`src/logic/ovd_pkg.sv`:
```
// Purpose: Shared constants and state type for the output volume bank.
// Assumes: 7-bit register index, 9-bit register data.
// Notes:   Right speaker register is kept so the speaker pair can be
//          applied together.
package ovd_pkg;

   // ---------------------------------------------------------------
   // Register indices
   // ---------------------------------------------------------------
   localparam logic [6:0] OFF_LEFT_PHONES   = 7'h34;
   localparam logic [6:0] OFF_RIGHT_PHONES  = 7'h35;
   localparam logic [6:0] OFF_LEFT_SPEAKER  = 7'h36;
   localparam logic [6:0] OFF_RIGHT_SPEAKER = 7'h37;

   // ---------------------------------------------------------------
   // Field layout
   // ---------------------------------------------------------------
   localparam int GAIN_LSB = 0;
   localparam int GAIN_MSB = 5;
   localparam int MUTE_BIT = 6;
   localparam int ZC_BIT = 7;
   localparam int UPDATE_BIT = 8;

   // ---------------------------------------------------------------
   // Reset values and gain scale
   // ---------------------------------------------------------------
   localparam logic [8:0] VOLUME_RESET = 9'h039;
   localparam logic [7:0] SETTING_RESET = 8'h39;
   localparam logic [5:0] GAIN_ZERO_DB = 6'h39;
   localparam int GAIN_MIN_DB = -57;
   localparam int GAIN_STEP_DB = 1;

   // Channel order: 0 left phones, 1 right phones, 2 left spk, 3 right
   localparam int NUM_CHANNELS = 4;

   typedef struct packed {
      logic [3:0][7:0] pend;
      logic [3:0][7:0] act;
      logic [3:0][5:0] applied;
      logic [8:0] rdata;
      logic [3:0] zcMeta;
      logic [3:0] zcSync;
   } ovd_state_t;

endpackage : ovd_pkg

```
`src/logic/ovd_volume_regs.sv`:
```
// Purpose: Double-buffered headphone and speaker volume registers with
//          zero-cross gated gain application.
// Assumes: Zero-cross indications arrive asynchronously, one per channel,
//          high while the signal is near zero.
// Notes:   Read data is the last written setting; update bit reads 0.
//
// Our own choice: the plain strobed port.
`timescale 1ns/1ps

// Behaviour
// - Left phones write, update clear: store pending, keep active setting.
// - Left phones write, update set: activate left and pending right.
// - Right phones write, update clear: store pending, active unchanged.
// - Right phones write, update set: activate right and pending left.
// - Left speaker write, update clear: store pending, active unchanged.
// - Left speaker write, update set: activate left and pending right.
// - Update bit qualifies its write only; never stored, reads zero.
// - Left phones zero-cross enable: 0 immediate, 1 wait for crossing.
// - Right phones zero-cross enable: 0 immediate, 1 wait for crossing.
// - Left speaker zero-cross enable: 0 immediate, 1 wait for crossing.
// - Left phones mute bit disconnects output from left mixer.
// - Right phones mute bit disconnects output from right mixer.
// - Left speaker mute bit puts speaker output in muted condition.
// - Gain code 0 is -57 dB, one dB per step, +6 dB at top.
// - Gain code 111001 is 0 dB and the default.
// - New gain applies only when update and zero-cross gating allow.
// - Right speaker write, update set: activate right and pending left.
module ovd_volume_regs
(
   input wire logic clk,
   input wire logic arst_n,
   input wire logic [6:0] regAddr,
   input wire logic [8:0] regWdata,
   input wire logic regWrite,
   input wire logic regRead,
   output logic [8:0] regRdata,
   input wire logic [3:0] zeroCrossIn,
   output logic [5:0] leftPhonesGain,
   output logic leftPhonesMute,
   output logic [5:0] rightPhonesGain,
   output logic rightPhonesMute,
   output logic [5:0] leftSpeakerGain,
   output logic leftSpeakerMute,
   output logic [5:0] rightSpeakerGain,
   output logic rightSpeakerMute
);
   import ovd_pkg::*;

   // ---------------------------------------------------------------
   // State
   // ---------------------------------------------------------------
   localparam ovd_state_t STATE_RESET = '{
      pend: {4{SETTING_RESET}},
      act: {4{SETTING_RESET}},
      applied: {4{GAIN_ZERO_DB}},
      rdata: 9'h000,
      zcMeta: 4'h0,
      zcSync: 4'h0
   };

   ovd_state_t state_reg;
   ovd_state_t state_next;

   // Address decode: the four volume registers are contiguous
   logic hit;
   logic [6:0] addrDelta;
   logic [1:0] chan;
   logic [1:0] partner;

   assign addrDelta = regAddr - OFF_LEFT_PHONES;
   // Addresses below the bank wrap to large deltas; one compare covers both
   assign hit = (addrDelta <= (OFF_RIGHT_SPEAKER - OFF_LEFT_PHONES));
   assign chan = addrDelta[1:0];
   // Pairs are (0,1) and (2,3), so partner is the other low bit
   assign partner = chan ^ 2'h1;

   // ---------------------------------------------------------------
   // Next-state logic
   // ---------------------------------------------------------------
   // Write path, readback, synchroniser and zero-cross gate
   always_comb
   begin
      state_next = state_reg;
      // Two-stage synchroniser; only the second stage is looked at
      state_next.zcMeta = zeroCrossIn;
      state_next.zcSync = state_reg.zcMeta;
      // Read data stands for one cycle only; unmapped reads give zero
      state_next.rdata = 9'h000;
      if (regRead && hit)
      begin
         state_next.rdata = {1'b0, state_reg.pend[chan]};
      end
      if (regWrite && hit)
      begin
         // Shadow copy always takes the write
         state_next.pend[chan] = regWdata[7:0];
         if (regWdata[UPDATE_BIT])
         begin
            // Pair goes live together so left and right never skew
            state_next.act[chan] = regWdata[7:0];
            state_next.act[partner] = state_reg.pend[partner];
         end
      end
      // Gain follows the live setting only when the gate allows it
      for (int i = 0; i < NUM_CHANNELS; i++)
      begin
         if (!state_reg.act[i][ZC_BIT] || state_reg.zcSync[i])
         begin
            state_next.applied[i] =
               state_reg.act[i][GAIN_MSB:GAIN_LSB];
         end
      end
   end

   // ---------------------------------------------------------------
   // State register
   // ---------------------------------------------------------------
   // Reset to 0 dB, unmuted, gating off
   always_ff @(posedge clk or negedge arst_n)
   begin
      if (!arst_n)
      begin
         state_reg <= STATE_RESET;
      end
      else
      begin
         state_reg <= state_next;
      end
   end

   // ---------------------------------------------------------------
   // Outputs
   // ---------------------------------------------------------------
   // Gain code is dB plus 57, applied directly to the analog stage
   assign leftPhonesGain = state_reg.applied[0];
   assign rightPhonesGain = state_reg.applied[1];
   assign leftSpeakerGain = state_reg.applied[2];
   assign rightSpeakerGain = state_reg.applied[3];
   // Mute is not zero-cross gated; it acts as soon as it is live
   assign leftPhonesMute = state_reg.act[0][MUTE_BIT];
   assign rightPhonesMute = state_reg.act[1][MUTE_BIT];
   assign leftSpeakerMute = state_reg.act[2][MUTE_BIT];
   assign rightSpeakerMute = state_reg.act[3][MUTE_BIT];
   assign regRdata = state_reg.rdata;

   // ---------------------------------------------------------------
   // Assertions
   // ---------------------------------------------------------------
   a_lphones_hold_pending: assert property (
      @(posedge clk) disable iff (!arst_n)
      (regWrite && regAddr == OFF_LEFT_PHONES && !regWdata[UPDATE_BIT])
      |=> (state_reg.act[0] == $past(state_reg.act[0])) &&
          (state_reg.pend[0] == $past(regWdata[7:0])))
      else $error("left phones changed without update");

   a_lphones_pair_update: assert property (
      @(posedge clk) disable iff (!arst_n)
      (regWrite && regAddr == OFF_LEFT_PHONES && regWdata[UPDATE_BIT])
      |=> (state_reg.act[0] == $past(regWdata[7:0])) &&
          (state_reg.act[1] == $past(state_reg.pend[1])))
      else $error("phones pair not activated together");

   a_rphones_hold_pending: assert property (
      @(posedge clk) disable iff (!arst_n)
      (regWrite && regAddr == OFF_RIGHT_PHONES && !regWdata[UPDATE_BIT])
      |=> $stable(state_reg.act[1]))
      else $error("right phones changed without update");

   a_rphones_pair_update: assert property (
      @(posedge clk) disable iff (!arst_n)
      (regWrite && regAddr == OFF_RIGHT_PHONES && regWdata[UPDATE_BIT])
      |=> (state_reg.act[1] == $past(regWdata[7:0])) &&
          (state_reg.act[0] == $past(state_reg.pend[0])))
      else $error("right phones pair not activated together");

   a_lspk_hold_pending: assert property (
      @(posedge clk) disable iff (!arst_n)
      (regWrite && regAddr == OFF_LEFT_SPEAKER && !regWdata[UPDATE_BIT])
      |=> $stable(state_reg.act[2]) && $stable(leftSpeakerMute))
      else $error("left speaker changed without update");

   a_lspk_pair_update: assert property (
      @(posedge clk) disable iff (!arst_n)
      (regWrite && regAddr == OFF_LEFT_SPEAKER && regWdata[UPDATE_BIT])
      |=> (state_reg.act[2] == $past(regWdata[7:0])) &&
          (state_reg.act[3] == $past(state_reg.pend[3])))
      else $error("speaker pair not activated together");

   a_rspk_pair_update: assert property (
      @(posedge clk) disable iff (!arst_n)
      (regWrite && regAddr == OFF_RIGHT_SPEAKER && regWdata[UPDATE_BIT])
      |=> (state_reg.act[3] == $past(regWdata[7:0])) &&
          (state_reg.act[2] == $past(state_reg.pend[2])))
      else $error("right speaker pair not activated together");

   a_update_reads_zero: assert property (
      @(posedge clk) disable iff (!arst_n)
      (regWrite && hit) ##1 (regRead && regAddr == $past(regAddr))
      |=> (regRdata == {1'b0, $past(regWdata[7:0], 2)}))
      else $error("readback not last write with update clear");

   a_lphones_zc_immediate: assert property (
      @(posedge clk) disable iff (!arst_n)
      !state_reg.act[0][ZC_BIT]
      |=> (leftPhonesGain == $past(state_reg.act[0][GAIN_MSB:GAIN_LSB])))
      else $error("left phones gain not applied at once");

   a_rphones_zc_wait: assert property (
      @(posedge clk) disable iff (!arst_n)
      (state_reg.act[1][ZC_BIT] && !state_reg.zcSync[1])
      |=> $stable(rightPhonesGain))
      else $error("right phones gain moved before crossing");

   a_lspk_zc_cross: assert property (
      @(posedge clk) disable iff (!arst_n)
      (state_reg.act[2][ZC_BIT] && state_reg.zcSync[2])
      |=> (leftSpeakerGain == $past(state_reg.act[2][GAIN_MSB:GAIN_LSB])))
      else $error("left speaker gain missed crossing");

   a_lphones_mute_write: assert property (
      @(posedge clk) disable iff (!arst_n)
      (regWrite && regAddr == OFF_LEFT_PHONES && regWdata[UPDATE_BIT])
      |=> (leftPhonesMute == $past(regWdata[MUTE_BIT])))
      else $error("left phones mute not applied");

   a_zc_sync_delay: assert property (
      @(posedge clk) disable iff (!arst_n)
      (regWrite && regAddr == OFF_RIGHT_PHONES && regWdata[UPDATE_BIT] &&
       regWdata[ZC_BIT] && (regWdata[5:0] != rightPhonesGain))
      ##1 (!state_reg.zcSync[1]) |=> $stable(rightPhonesGain))
      else $error("gain changed with gating still closed");

   // Remaining double-buffer and mute checks; mute is never gated
   a_rspk_hold_pending: assert property (
      @(posedge clk) disable iff (!arst_n)
      (regWrite && regAddr == OFF_RIGHT_SPEAKER && !regWdata[UPDATE_BIT])
      |=> $stable(state_reg.act[3]) && $stable(rightSpeakerMute))
      else $error("right speaker changed without update");

   a_partner_mute_live: assert property (
      @(posedge clk) disable iff (!arst_n)
      (regWrite && regAddr == OFF_RIGHT_PHONES && regWdata[UPDATE_BIT])
      |=> (leftPhonesMute == $past(state_reg.pend[0][MUTE_BIT])))
      else $error("pending left phones mute not made live");

   a_rphones_mute_write: assert property (
      @(posedge clk) disable iff (!arst_n)
      (regWrite && regAddr == OFF_RIGHT_PHONES && regWdata[UPDATE_BIT])
      |=> (rightPhonesMute == $past(regWdata[MUTE_BIT])))
      else $error("right phones mute not applied");

   a_lspk_mute_write: assert property (
      @(posedge clk) disable iff (!arst_n)
      (regWrite && regAddr == OFF_LEFT_SPEAKER && regWdata[UPDATE_BIT])
      |=> (leftSpeakerMute == $past(regWdata[MUTE_BIT])))
      else $error("left speaker mute not applied");

   a_rspk_mute_write: assert property (
      @(posedge clk) disable iff (!arst_n)
      (regWrite && regAddr == OFF_RIGHT_SPEAKER && regWdata[UPDATE_BIT])
      |=> (rightSpeakerMute == $past(regWdata[MUTE_BIT])))
      else $error("right speaker mute not applied");

   // Gate per channel: open passes the live gain, closed holds the old one
   a_lphones_zc_wait: assert property (
      @(posedge clk) disable iff (!arst_n)
      (state_reg.act[0][ZC_BIT] && !state_reg.zcSync[0])
      |=> $stable(leftPhonesGain))
      else $error("left phones gain moved before crossing");

   a_lphones_zc_cross: assert property (
      @(posedge clk) disable iff (!arst_n)
      (state_reg.act[0][ZC_BIT] && state_reg.zcSync[0])
      |=> (leftPhonesGain == $past(state_reg.act[0][GAIN_MSB:GAIN_LSB])))
      else $error("left phones gain missed crossing");

   a_rphones_zc_immediate: assert property (
      @(posedge clk) disable iff (!arst_n)
      !state_reg.act[1][ZC_BIT]
      |=> (rightPhonesGain == $past(state_reg.act[1][GAIN_MSB:GAIN_LSB])))
      else $error("right phones gain not applied at once");

   a_rphones_zc_cross: assert property (
      @(posedge clk) disable iff (!arst_n)
      (state_reg.act[1][ZC_BIT] && state_reg.zcSync[1])
      |=> (rightPhonesGain == $past(state_reg.act[1][GAIN_MSB:GAIN_LSB])))
      else $error("right phones gain missed crossing");

   a_lspk_zc_immediate: assert property (
      @(posedge clk) disable iff (!arst_n)
      !state_reg.act[2][ZC_BIT]
      |=> (leftSpeakerGain == $past(state_reg.act[2][GAIN_MSB:GAIN_LSB])))
      else $error("left speaker gain not applied at once");

   a_lspk_zc_wait: assert property (
      @(posedge clk) disable iff (!arst_n)
      (state_reg.act[2][ZC_BIT] && !state_reg.zcSync[2])
      |=> $stable(leftSpeakerGain))
      else $error("left speaker gain moved before crossing");

   a_rspk_zc_immediate: assert property (
      @(posedge clk) disable iff (!arst_n)
      !state_reg.act[3][ZC_BIT]
      |=> (rightSpeakerGain == $past(state_reg.act[3][GAIN_MSB:GAIN_LSB])))
      else $error("right speaker gain not applied at once");

   a_rspk_zc_wait: assert property (
      @(posedge clk) disable iff (!arst_n)
      (state_reg.act[3][ZC_BIT] && !state_reg.zcSync[3])
      |=> $stable(rightSpeakerGain))
      else $error("right speaker gain moved before crossing");

   a_rspk_zc_cross: assert property (
      @(posedge clk) disable iff (!arst_n)
      (state_reg.act[3][ZC_BIT] && state_reg.zcSync[3])
      |=> (rightSpeakerGain == $past(state_reg.act[3][GAIN_MSB:GAIN_LSB])))
      else $error("right speaker gain missed crossing");

   // Readback stands one cycle; unmapped accesses change nothing
   a_read_one_cycle: assert property (
      @(posedge clk) disable iff (!arst_n)
      !regRead |=> (regRdata == 9'h000))
      else $error("read data outlived its cycle");

   a_unmapped_read_zero: assert property (
      @(posedge clk) disable iff (!arst_n)
      (regRead && !hit) |=> (regRdata == 9'h000))
      else $error("unmapped read returned data");

   a_unmapped_ignored: assert property (
      @(posedge clk) disable iff (!arst_n)
      (regWrite && !hit)
      |=> $stable(state_reg.pend) && $stable(state_reg.act))
      else $error("unmapped write changed a register");

   // Reset values, seen at the first edge after release
   a_reset_gain_default: assert property (
      @(posedge clk)
      $rose(arst_n) |-> (leftPhonesGain == GAIN_ZERO_DB) &&
         (rightPhonesGain == GAIN_ZERO_DB) &&
         (leftSpeakerGain == GAIN_ZERO_DB) &&
         (rightSpeakerGain == GAIN_ZERO_DB))
      else $error("gain not at 0 dB default after reset");

   a_reset_mute_clear: assert property (
      @(posedge clk)
      $rose(arst_n) |-> !leftPhonesMute && !rightPhonesMute &&
         !leftSpeakerMute && !rightSpeakerMute &&
         (regRdata == 9'h000))
      else $error("mute or read data not clear after reset");

endmodule : ovd_volume_regs

```
`config.mk`:
```
export PLATFORM = sky130hd
export DESIGN_NAME = ovd_volume_regs
export DESIGN_NICKNAME = d
export VERILOG_FILES = /design/src/logic/ovd_pkg.sv /design/src/logic/ovd_volume_regs.sv
export SDC_FILE = /design/constraint.sdc
export NUM_CORES = 1
export LEC_CHECK = 0
export BUFFER_PORTS_ARGS = -buffer_cell sky130_fd_sc_hd__buf_2
export CAP_MARGIN = 40
export CORE_ASPECT_RATIO = 0.5
export CORE_MARGIN = 2
export CORE_UTILIZATION = 40
export DETAILED_ROUTE_END_ITERATION = 8
export GPL_TIMING_DRIVEN = 0
export PLACE_DENSITY = 0.6
export SLEW_MARGIN = 20
export SYNTH_ARGS = -nofsm -noshare
export SYNTH_HDL_FRONTEND = slang
export SYNTH_SLANG_ARGS = --single-unit
export TNS_END_PERCENT = 20
```
`constraint.sdc`:
```
create_clock -name clk -period 1.4 [get_ports clk]
set_input_delay 0.21 -clock clk [delete_from_list [all_inputs] [get_ports clk]]
set_output_delay 0.21 -clock clk [all_outputs]
set_load 0.005 [all_outputs]
```
==> results of run 1 <==
-- power by group --
part	switching (mW)	leakage, nW	total [mW]	internal (mW)
clock	1.10	0.165	2.76	1.66
sequential	0.171	1.20	3.57	3.40
combinational	0.409	1.37	0.998	0.588
total	1.68	2.73	7.33	5.65
-- layer usage --
layer	share of wire, %	global-route usage, %	vias to the layer above	wire, um
li1	-	-	1319	-
met1	54	24.1	1360	5260
met2	41	23.8	49	4060
met3	3.8	3.74	8	370
met4	1.0	4.64	0	101
met5	0	0	-	0
-- synthesized netlist by cell type, drive strengths merged, types with 8 or more instances --
master	number
a21oi	17
mux4	8
dfrtp	56
mux2i	16
inv	22
mux2	88
nor2b	19
buf	45
dfstp	48
-- what timing repair did --
action / 4_1_cts / 5_1_grt
buffers inserted: 8 / 1
pin swaps: 7 / 5
gates resized for setup: 27 / 6
hold endpoints to repair: 22 / 0
setup endpoints to repair: 72 / 66
hold buffers: 5 / 0
-- cell families after synthesis --
family                   Yosys count  synth area share, %
other                              1               0.0773
multiplexers                     112                 27.6
adder cells (fa/ha/maj)            2                0.516
buffers and inverters             69                 8.35
flip-flops                       104                 54.9
AND/OR/NAND/NOR                   29                 4.05
AO/OA/AOI/OAI                     26                 4.54
-- cell type report --
type / count / area (um2) / area share, %
plain buffers: 46 / 332 / 5.48
clock buffers: 11 / 253 / 4.18
clock inverters: 5 / 78.8 / 1.30
inverters: 22 / 100 / 1.66
multi-input cells: 170 / 1900 / 31.5
flip-flops and latches: 104 / 2660 / 44.0
well taps: 165 / 206 / 3.41
repair buffers: 73 / 510 / 8.44
-- through the flow --
stage | util [%] | cell area [um2]
6_report | 51.2 | 6050
5_1_grt | 51.2 | 6050
4_1_cts | 50.9 | 6010
3_5_place_dp | 46.2 | 5450
3_3_place_gp | 45.8 | 5400
2_1_floorplan | - | 4910
-- worst max-delay path, delay by kind of cell --
kind / cells / cell delay, ns
buffers and inverters: 3 / 0.35
multiplexers: 1 / 0.29
AND/OR/NAND/NOR: 1 / 0.31
AO/OA/AOI/OAI: 2 / 0.56
adder cells (fa/ha/maj): 1 / 0.15
-- final timing paths --
kind                                    start            endpoint  slack [ns]  cells past startpoint
max in group asynchronous              arst_n       state_reg[46]        0.39                      3
worst min-delay path              regWdata[5]       state_reg[94]        0.18                      2
worst min register to register  state_next[2]        state_reg[2]        0.35                      0
worst max register to register  state_reg[48]   leftPhonesGain[1]        0.11                      3
min in group asynchronous              arst_n  rightPhonesGain[2]        0.31                      2
worst max-delay path               regAddr[3]       state_reg[90]       -0.26                      8
==> impl_summary.log, run 1 <==
[metrics] antenna violations before repair: 0
[metrics] setup repair after global routing missed its margin: true
[metrics] Post-Synthesis Net Count: between 300 and 400
[metrics] via count of the first global-routing pass: around 2900
[metrics] I/O Pins: 61
[metrics] synthesized cell area: 4850 um2
[metrics] routed length per instance: 16.4 um
[metrics] Num CTS Buffers: 9
[metrics] Setup violations, final: 64
[metrics] share of post-route cells with drive strength above 1: between 60% and 70%
[metrics] core area: between 10000 and 15000 um2
[metrics] total routing resource utilization after global routing: 16.3%
[metrics] total number of H-tree levels: 3
[metrics] total power per unit cell area: about 1200 nW/um2
[metrics] Worst path max stage delay: between 0.4 and 0.5 ns
[metrics] max FFs per register: 64
[metrics] Final Worst Setup Slack: -0.257 ns
[metrics] flip-flop and latch count after synthesis: 104
[metrics] number of synthesized flops with an enable pin: 0
[metrics] Tmin final: 1.66 ns
[metrics] clock transition at the registers of the reported paths: 0.07 ns
[metrics] fill count: roughly 1100
[metrics] library cell used as clock root buffer: clkbuf_16
[metrics] die extent in x: between 150 and 200 um
[metrics] type of origin of the critical path: input pin
[metrics] sequential area share after synthesis: 54.9%
[metrics] chip height: 81.9 um
[metrics] Max-cap violations: 0
[metrics] Port Buffers: 57
[metrics] number of cells after detailed placement: 567
[metrics] number of placement rows: 28
[metrics] Max VDD drop: about 0.58 mV
[metrics] Rel. slew slack: a little over half
[metrics] total of warnings raised by yosys: 0
[metrics] Hold Violations, Final: 0
[metrics] CP Capture Type: flip-flop
[metrics] Hold WC Path Type: input pin to flip-flop
[metrics] first-pass GRT wire length: 15900 um
[metrics] share of the synthesized area in the top cell type: 28.9%
[metrics] average cell area after synthesis: 14.1 um2
[metrics] placer congestion estimate: 0.753
[metrics] TritonCTS clock tree: done
[metrics] worst hold slack after final layout: 0.177 ns
[metrics] highest attainable clock frequency: 0.603 GHz
[metrics] overflow left after global routing: 0
[metrics] kind of critical path: input pin to flip-flop
[metrics] HPWL Detailed: around 6600 um
[metrics] worst clock skew: 0.00586 ns
[metrics] overall power consumption: 7.33 mW
[metrics] worst slack at placement: -1.18 ns
[metrics] ys flop type: dfrtp_1
[metrics] highest fanout seen on the critical path: 7
[metrics] Cell variety after synth: 33
[metrics] relative area change from synthesis to final layout: 24.6%
[metrics] largest area contributor in the netlist: dfrtp_1
[metrics] worst path cell trace: buf_12 -> inv_12 -> ha_4 -> and4bb_2 -> o21ai_4 -> a2111oi_4 -> buf_4 -> mux2_4
[metrics] failing checks: setup timing
[metrics] maximum number of pins on one net before global-route repair: 73
[metrics] clock tree sinks: 104
[metrics] post-detailed-route count of antenna-violating nets: 0
[metrics] number of antenna cells inserted: 0
[metrics] most frequent cells in the layout: mux2_2 (64), buf_2 (58), dfrtp_1 (56)
[metrics] number of buffers on the longest clock path: 2
[metrics] sum of routed wire length over all layers: a little under 10000 um
[metrics] vias per std cell: about 4.6
[metrics] reported leakage power: about 2.7 nW
[metrics] outcome: complete, but fails checks
[metrics] effective utilization at floorplan: 41.1%
[metrics] number of design rule violations left after detail routing: 0
[metrics] share of synthesized flip-flops with an asynchronous set or reset: between 90% and 100%
[metrics] number of slew-limit violations in the final report: 0
[metrics] Worst path slowest cell: a2111oi_4
[metrics] overall die area: 13100 um2
[metrics] Layout Cells excl Fill: 596
[metrics] number of design-rule violations left by the first detailed-router iteration: 94
[metrics] arrival time at the worst endpoint: 1.89 ns
[metrics] count of TritonRoute iterations in the first routing pass: 4
[metrics] ranking of synthesized cells by area: dfrtp_1 (29%), dfstp_2 (26%), mux2_2 (20%), buf_4 (5.1%), mux4_2 (3.7%)
[metrics] final clock period utilization by the worst path: 118%
[metrics] clk_lat worst skew: 0.34 ns
[metrics] TNS Setup: -9.72 ns
[metrics] Worst EP required: between 1.5 and 2 ns
[metrics] most common cell after layout, fill and taps aside: mux2_2
[metrics] final-stage net count: approximately 450
[metrics] post-synthesis instance total: 343
[metrics] vias after detailed routing: 2736
[metrics] actual transition at the worst max-transition pin: 0.694 ns
Note: power is estimated with default switching activity, not from simulation.
==> run 2: changes to the inputs <==
SKIP_CTS_REPAIR_TIMING = 1   (was not set)
SKIP_LAST_GASP = 1   (was not set)
==> impl_summary.log, run 2 (same netlist as run 1, synthesis figures left out) <==
[metrics] worst hold path depth: 2
[metrics] routed length per instance: 16.2 um
[metrics] Rel. slew slack: 53.0%
[metrics] share of post-route cells with drive strength above 1: 66.1%
[metrics] highest fanout seen on the critical path: 6
[metrics] overall power consumption: ~7.3 mW
[metrics] combinational group share of total power: 13.5%
[metrics] via count of the first global-routing pass: 2779
[metrics] vias per std cell: 4.56
[metrics] startpoint of the tightest hold check path: regWdata[5]
[metrics] number of slew-limit violations in the final report: 0
[metrics] type of origin of the critical path: input pin
[metrics] most common cell after layout, fill and taps aside: mux2_2
[metrics] number of placement rows: 28
[metrics] TritonCTS clock tree: done
[metrics] met2 layer wire length in the routed design: 4040 um
[metrics] worst r2r src: state_reg[48]
[metrics] library cell used as clock root buffer: clkbuf_16
[metrics] HPWL Detailed: 6560 um
[metrics] die extent in x: around 160 um
[metrics] vias after detailed routing: 2771
[metrics] core area: 11800 um2
[metrics] total routing resource utilization after global routing: 15.8%
[metrics] placer congestion estimate: 0.753
[metrics] antenna violations before repair: 0
[metrics] Register-to-Register Setup Slack: 0.10 ns
[metrics] Reg2Reg Depth: 3
[metrics] Worst EP required: 1.63 ns
[metrics] chip height: just over 80 um
[metrics] most frequent cells in the layout: mux2_2 (78), buf_2 (60), dfrtp_1 (56)
[metrics] Setup violations, final: 66
[metrics] highest metal layer used by the detailed router: met4
[metrics] Final Worst Setup Slack: -0.346 ns
[metrics] sum of routed wire length over all layers: between 9000 and 10000 um
[metrics] first-pass GRT wire length: 15500 um
[metrics] total number of H-tree levels: 3
[metrics] max FFs per register: between 60 and 70
[metrics] highest attainable clock frequency: between 0.5 and 0.6 GHz
[metrics] relative area change from synthesis to final layout: 24.9%
[metrics] Hold Violations, Final: 0
[metrics] net switching component of the power: 1.66 mW
[metrics] effective utilization at floorplan: 41.1%
[metrics] Hold WC Path Type: input pin to flip-flop
[metrics] clock transition at the registers of the reported paths: roughly 0.070 ns
[metrics] arrival time at the worst endpoint: 1.97 ns
[metrics] final-stage net count: 464
[metrics] Internal Pwr Total: around 5.6 mW
[metrics] number of antenna cells inserted: 0
[metrics] maximum number of pins on one net before global-route repair: 73
[metrics] post-detailed-route count of antenna-violating nets: 0
[metrics] worst clock skew: about 0.0047 ns
[metrics] outcome: complete, but fails checks
[metrics] Max VDD drop: ~0.57 mV
[metrics] number of buffers on the longest clock path: 2
[metrics] actual transition at the worst max-transition pin: a little over 0.7 ns
[metrics] Port Buffers: 57
[metrics] CP Capture Type: flip-flop
[metrics] fraction of power consumed by sequential logic: 48.9%
[metrics] clock power share: 37.6%
[metrics] Num CTS Buffers: 9
[metrics] number of design rule violations left after detail routing: 0
[metrics] setup repair after global routing missed its margin: true
[metrics] kind of critical path: input pin to flip-flop
[metrics] clock tree sinks: 104
[metrics] number of design-rule violations left by the first detailed-router iteration: 96
[metrics] reported leakage power: 2.77 nW
[metrics] total power per unit cell area: 1200 nW/um2
[metrics] I/O Pins: a little over 60
[metrics] failing checks: setup timing
[metrics] overflow left after global routing: 0
[metrics] Max-cap violations: 0
[metrics] worst reg2reg endpoint: leftPhonesGain[1]
[metrics] share of the core filled with cells in the final layout: 51.3%
[metrics] routed wire length on met3: roughly 280 um
[metrics] final clock period utilization by the worst path: 125%
[metrics] fraction of power spent switching nets: approximately 23%
[metrics] clk_lat worst skew: 0.34 ns
[metrics] overall die area: between 10000 and 15000 um2
[metrics] Tmin final: 1.75 ns
[metrics] fill count: 1057
[metrics] hold endpoint: state_reg[102]
[metrics] count of TritonRoute iterations in the first routing pass: 4
[metrics] routed metal-1 wire length: between 5000 and 6000 um
[run 2: critical path, stage by stage]
cell and delay [ns]:
buf_12 0.09, inv_12 0.03, ha_4 0.15, and4bb_2 0.32, o21ai_4 0.12, a2111oi_4 0.38, buf_4 0.22, buf_6 0.14
mux2_4 0.30
[run 2: power by group through the flow]
stage / Clock, mW / Combinational (mW) / Sequential (mW)
floorplan: 0 / 0.629 / 3.55
finish: 2.75 / 0.982 / 3.57
detailed placement: 0 / 0.948 / 3.62
global route: 2.94 / 1.09 / 3.61
global placement: 0 / 0.919 / 3.61
CTS: 2.81 / 0.952 / 3.57
[run 2: cell type report]
type	instances	area, um2	share of cell area (%)
Buffer	46	319	5.26
Clock buffer	11	253	4.17
Clock inverter	5	78.8	1.30
Inverter	22	100	1.65
Multi-Input combinational cell	170	1840	30.4
Sequential cell	104	2660	43.9
Tap cell	165	206	3.41
Timing Repair Buffer	85	601	9.91
[run 2: routing by layer]
metal  vias up  track usage (%)
li1       1346                -
met1      1378             23.6
met2        39             22.6
met3         8             3.74
met4         0             4.64
met5         -                0
[run 2: through the flow]
stage	hold slack (ns)	setup WS, ns	std cells	area (um2)	setup TNS [ns]
final	0.180	-0.346	608	6060	-15.26
after global routing	0.187	-0.388	608	6060	-18.93
after CTS	-0.253	-0.829	583	5780	-32.48
after detailed placement	0.118	-1.18	567	5450	-58.54
after global placement	0.323	-1.18	565	5400	-140.92
after floorplan	-0.0856	-0.612	343	4910	-24.56
[run 2: worst max path at each step]
| stage | startpoint | end | slack (ns) | depth (start not counted) |
|---|---|---|---|---|
| CTS | regAddr[3] | rightSpeakerMute | -0.83 | 8 |
| finish | regAddr[3] | rightPhonesMute | -0.35 | 9 |
| floorplan | regAddr[3] | rightPhonesMute | -0.61 | 7 |
| detailed placement | regAddr[3] | rightSpeakerMute | -1.18 | 8 |
| global route | regAddr[3] | rightPhonesMute | -0.39 | 9 |
| global placement | regAddr[3] | rightSpeakerMute | -1.18 | 8 |
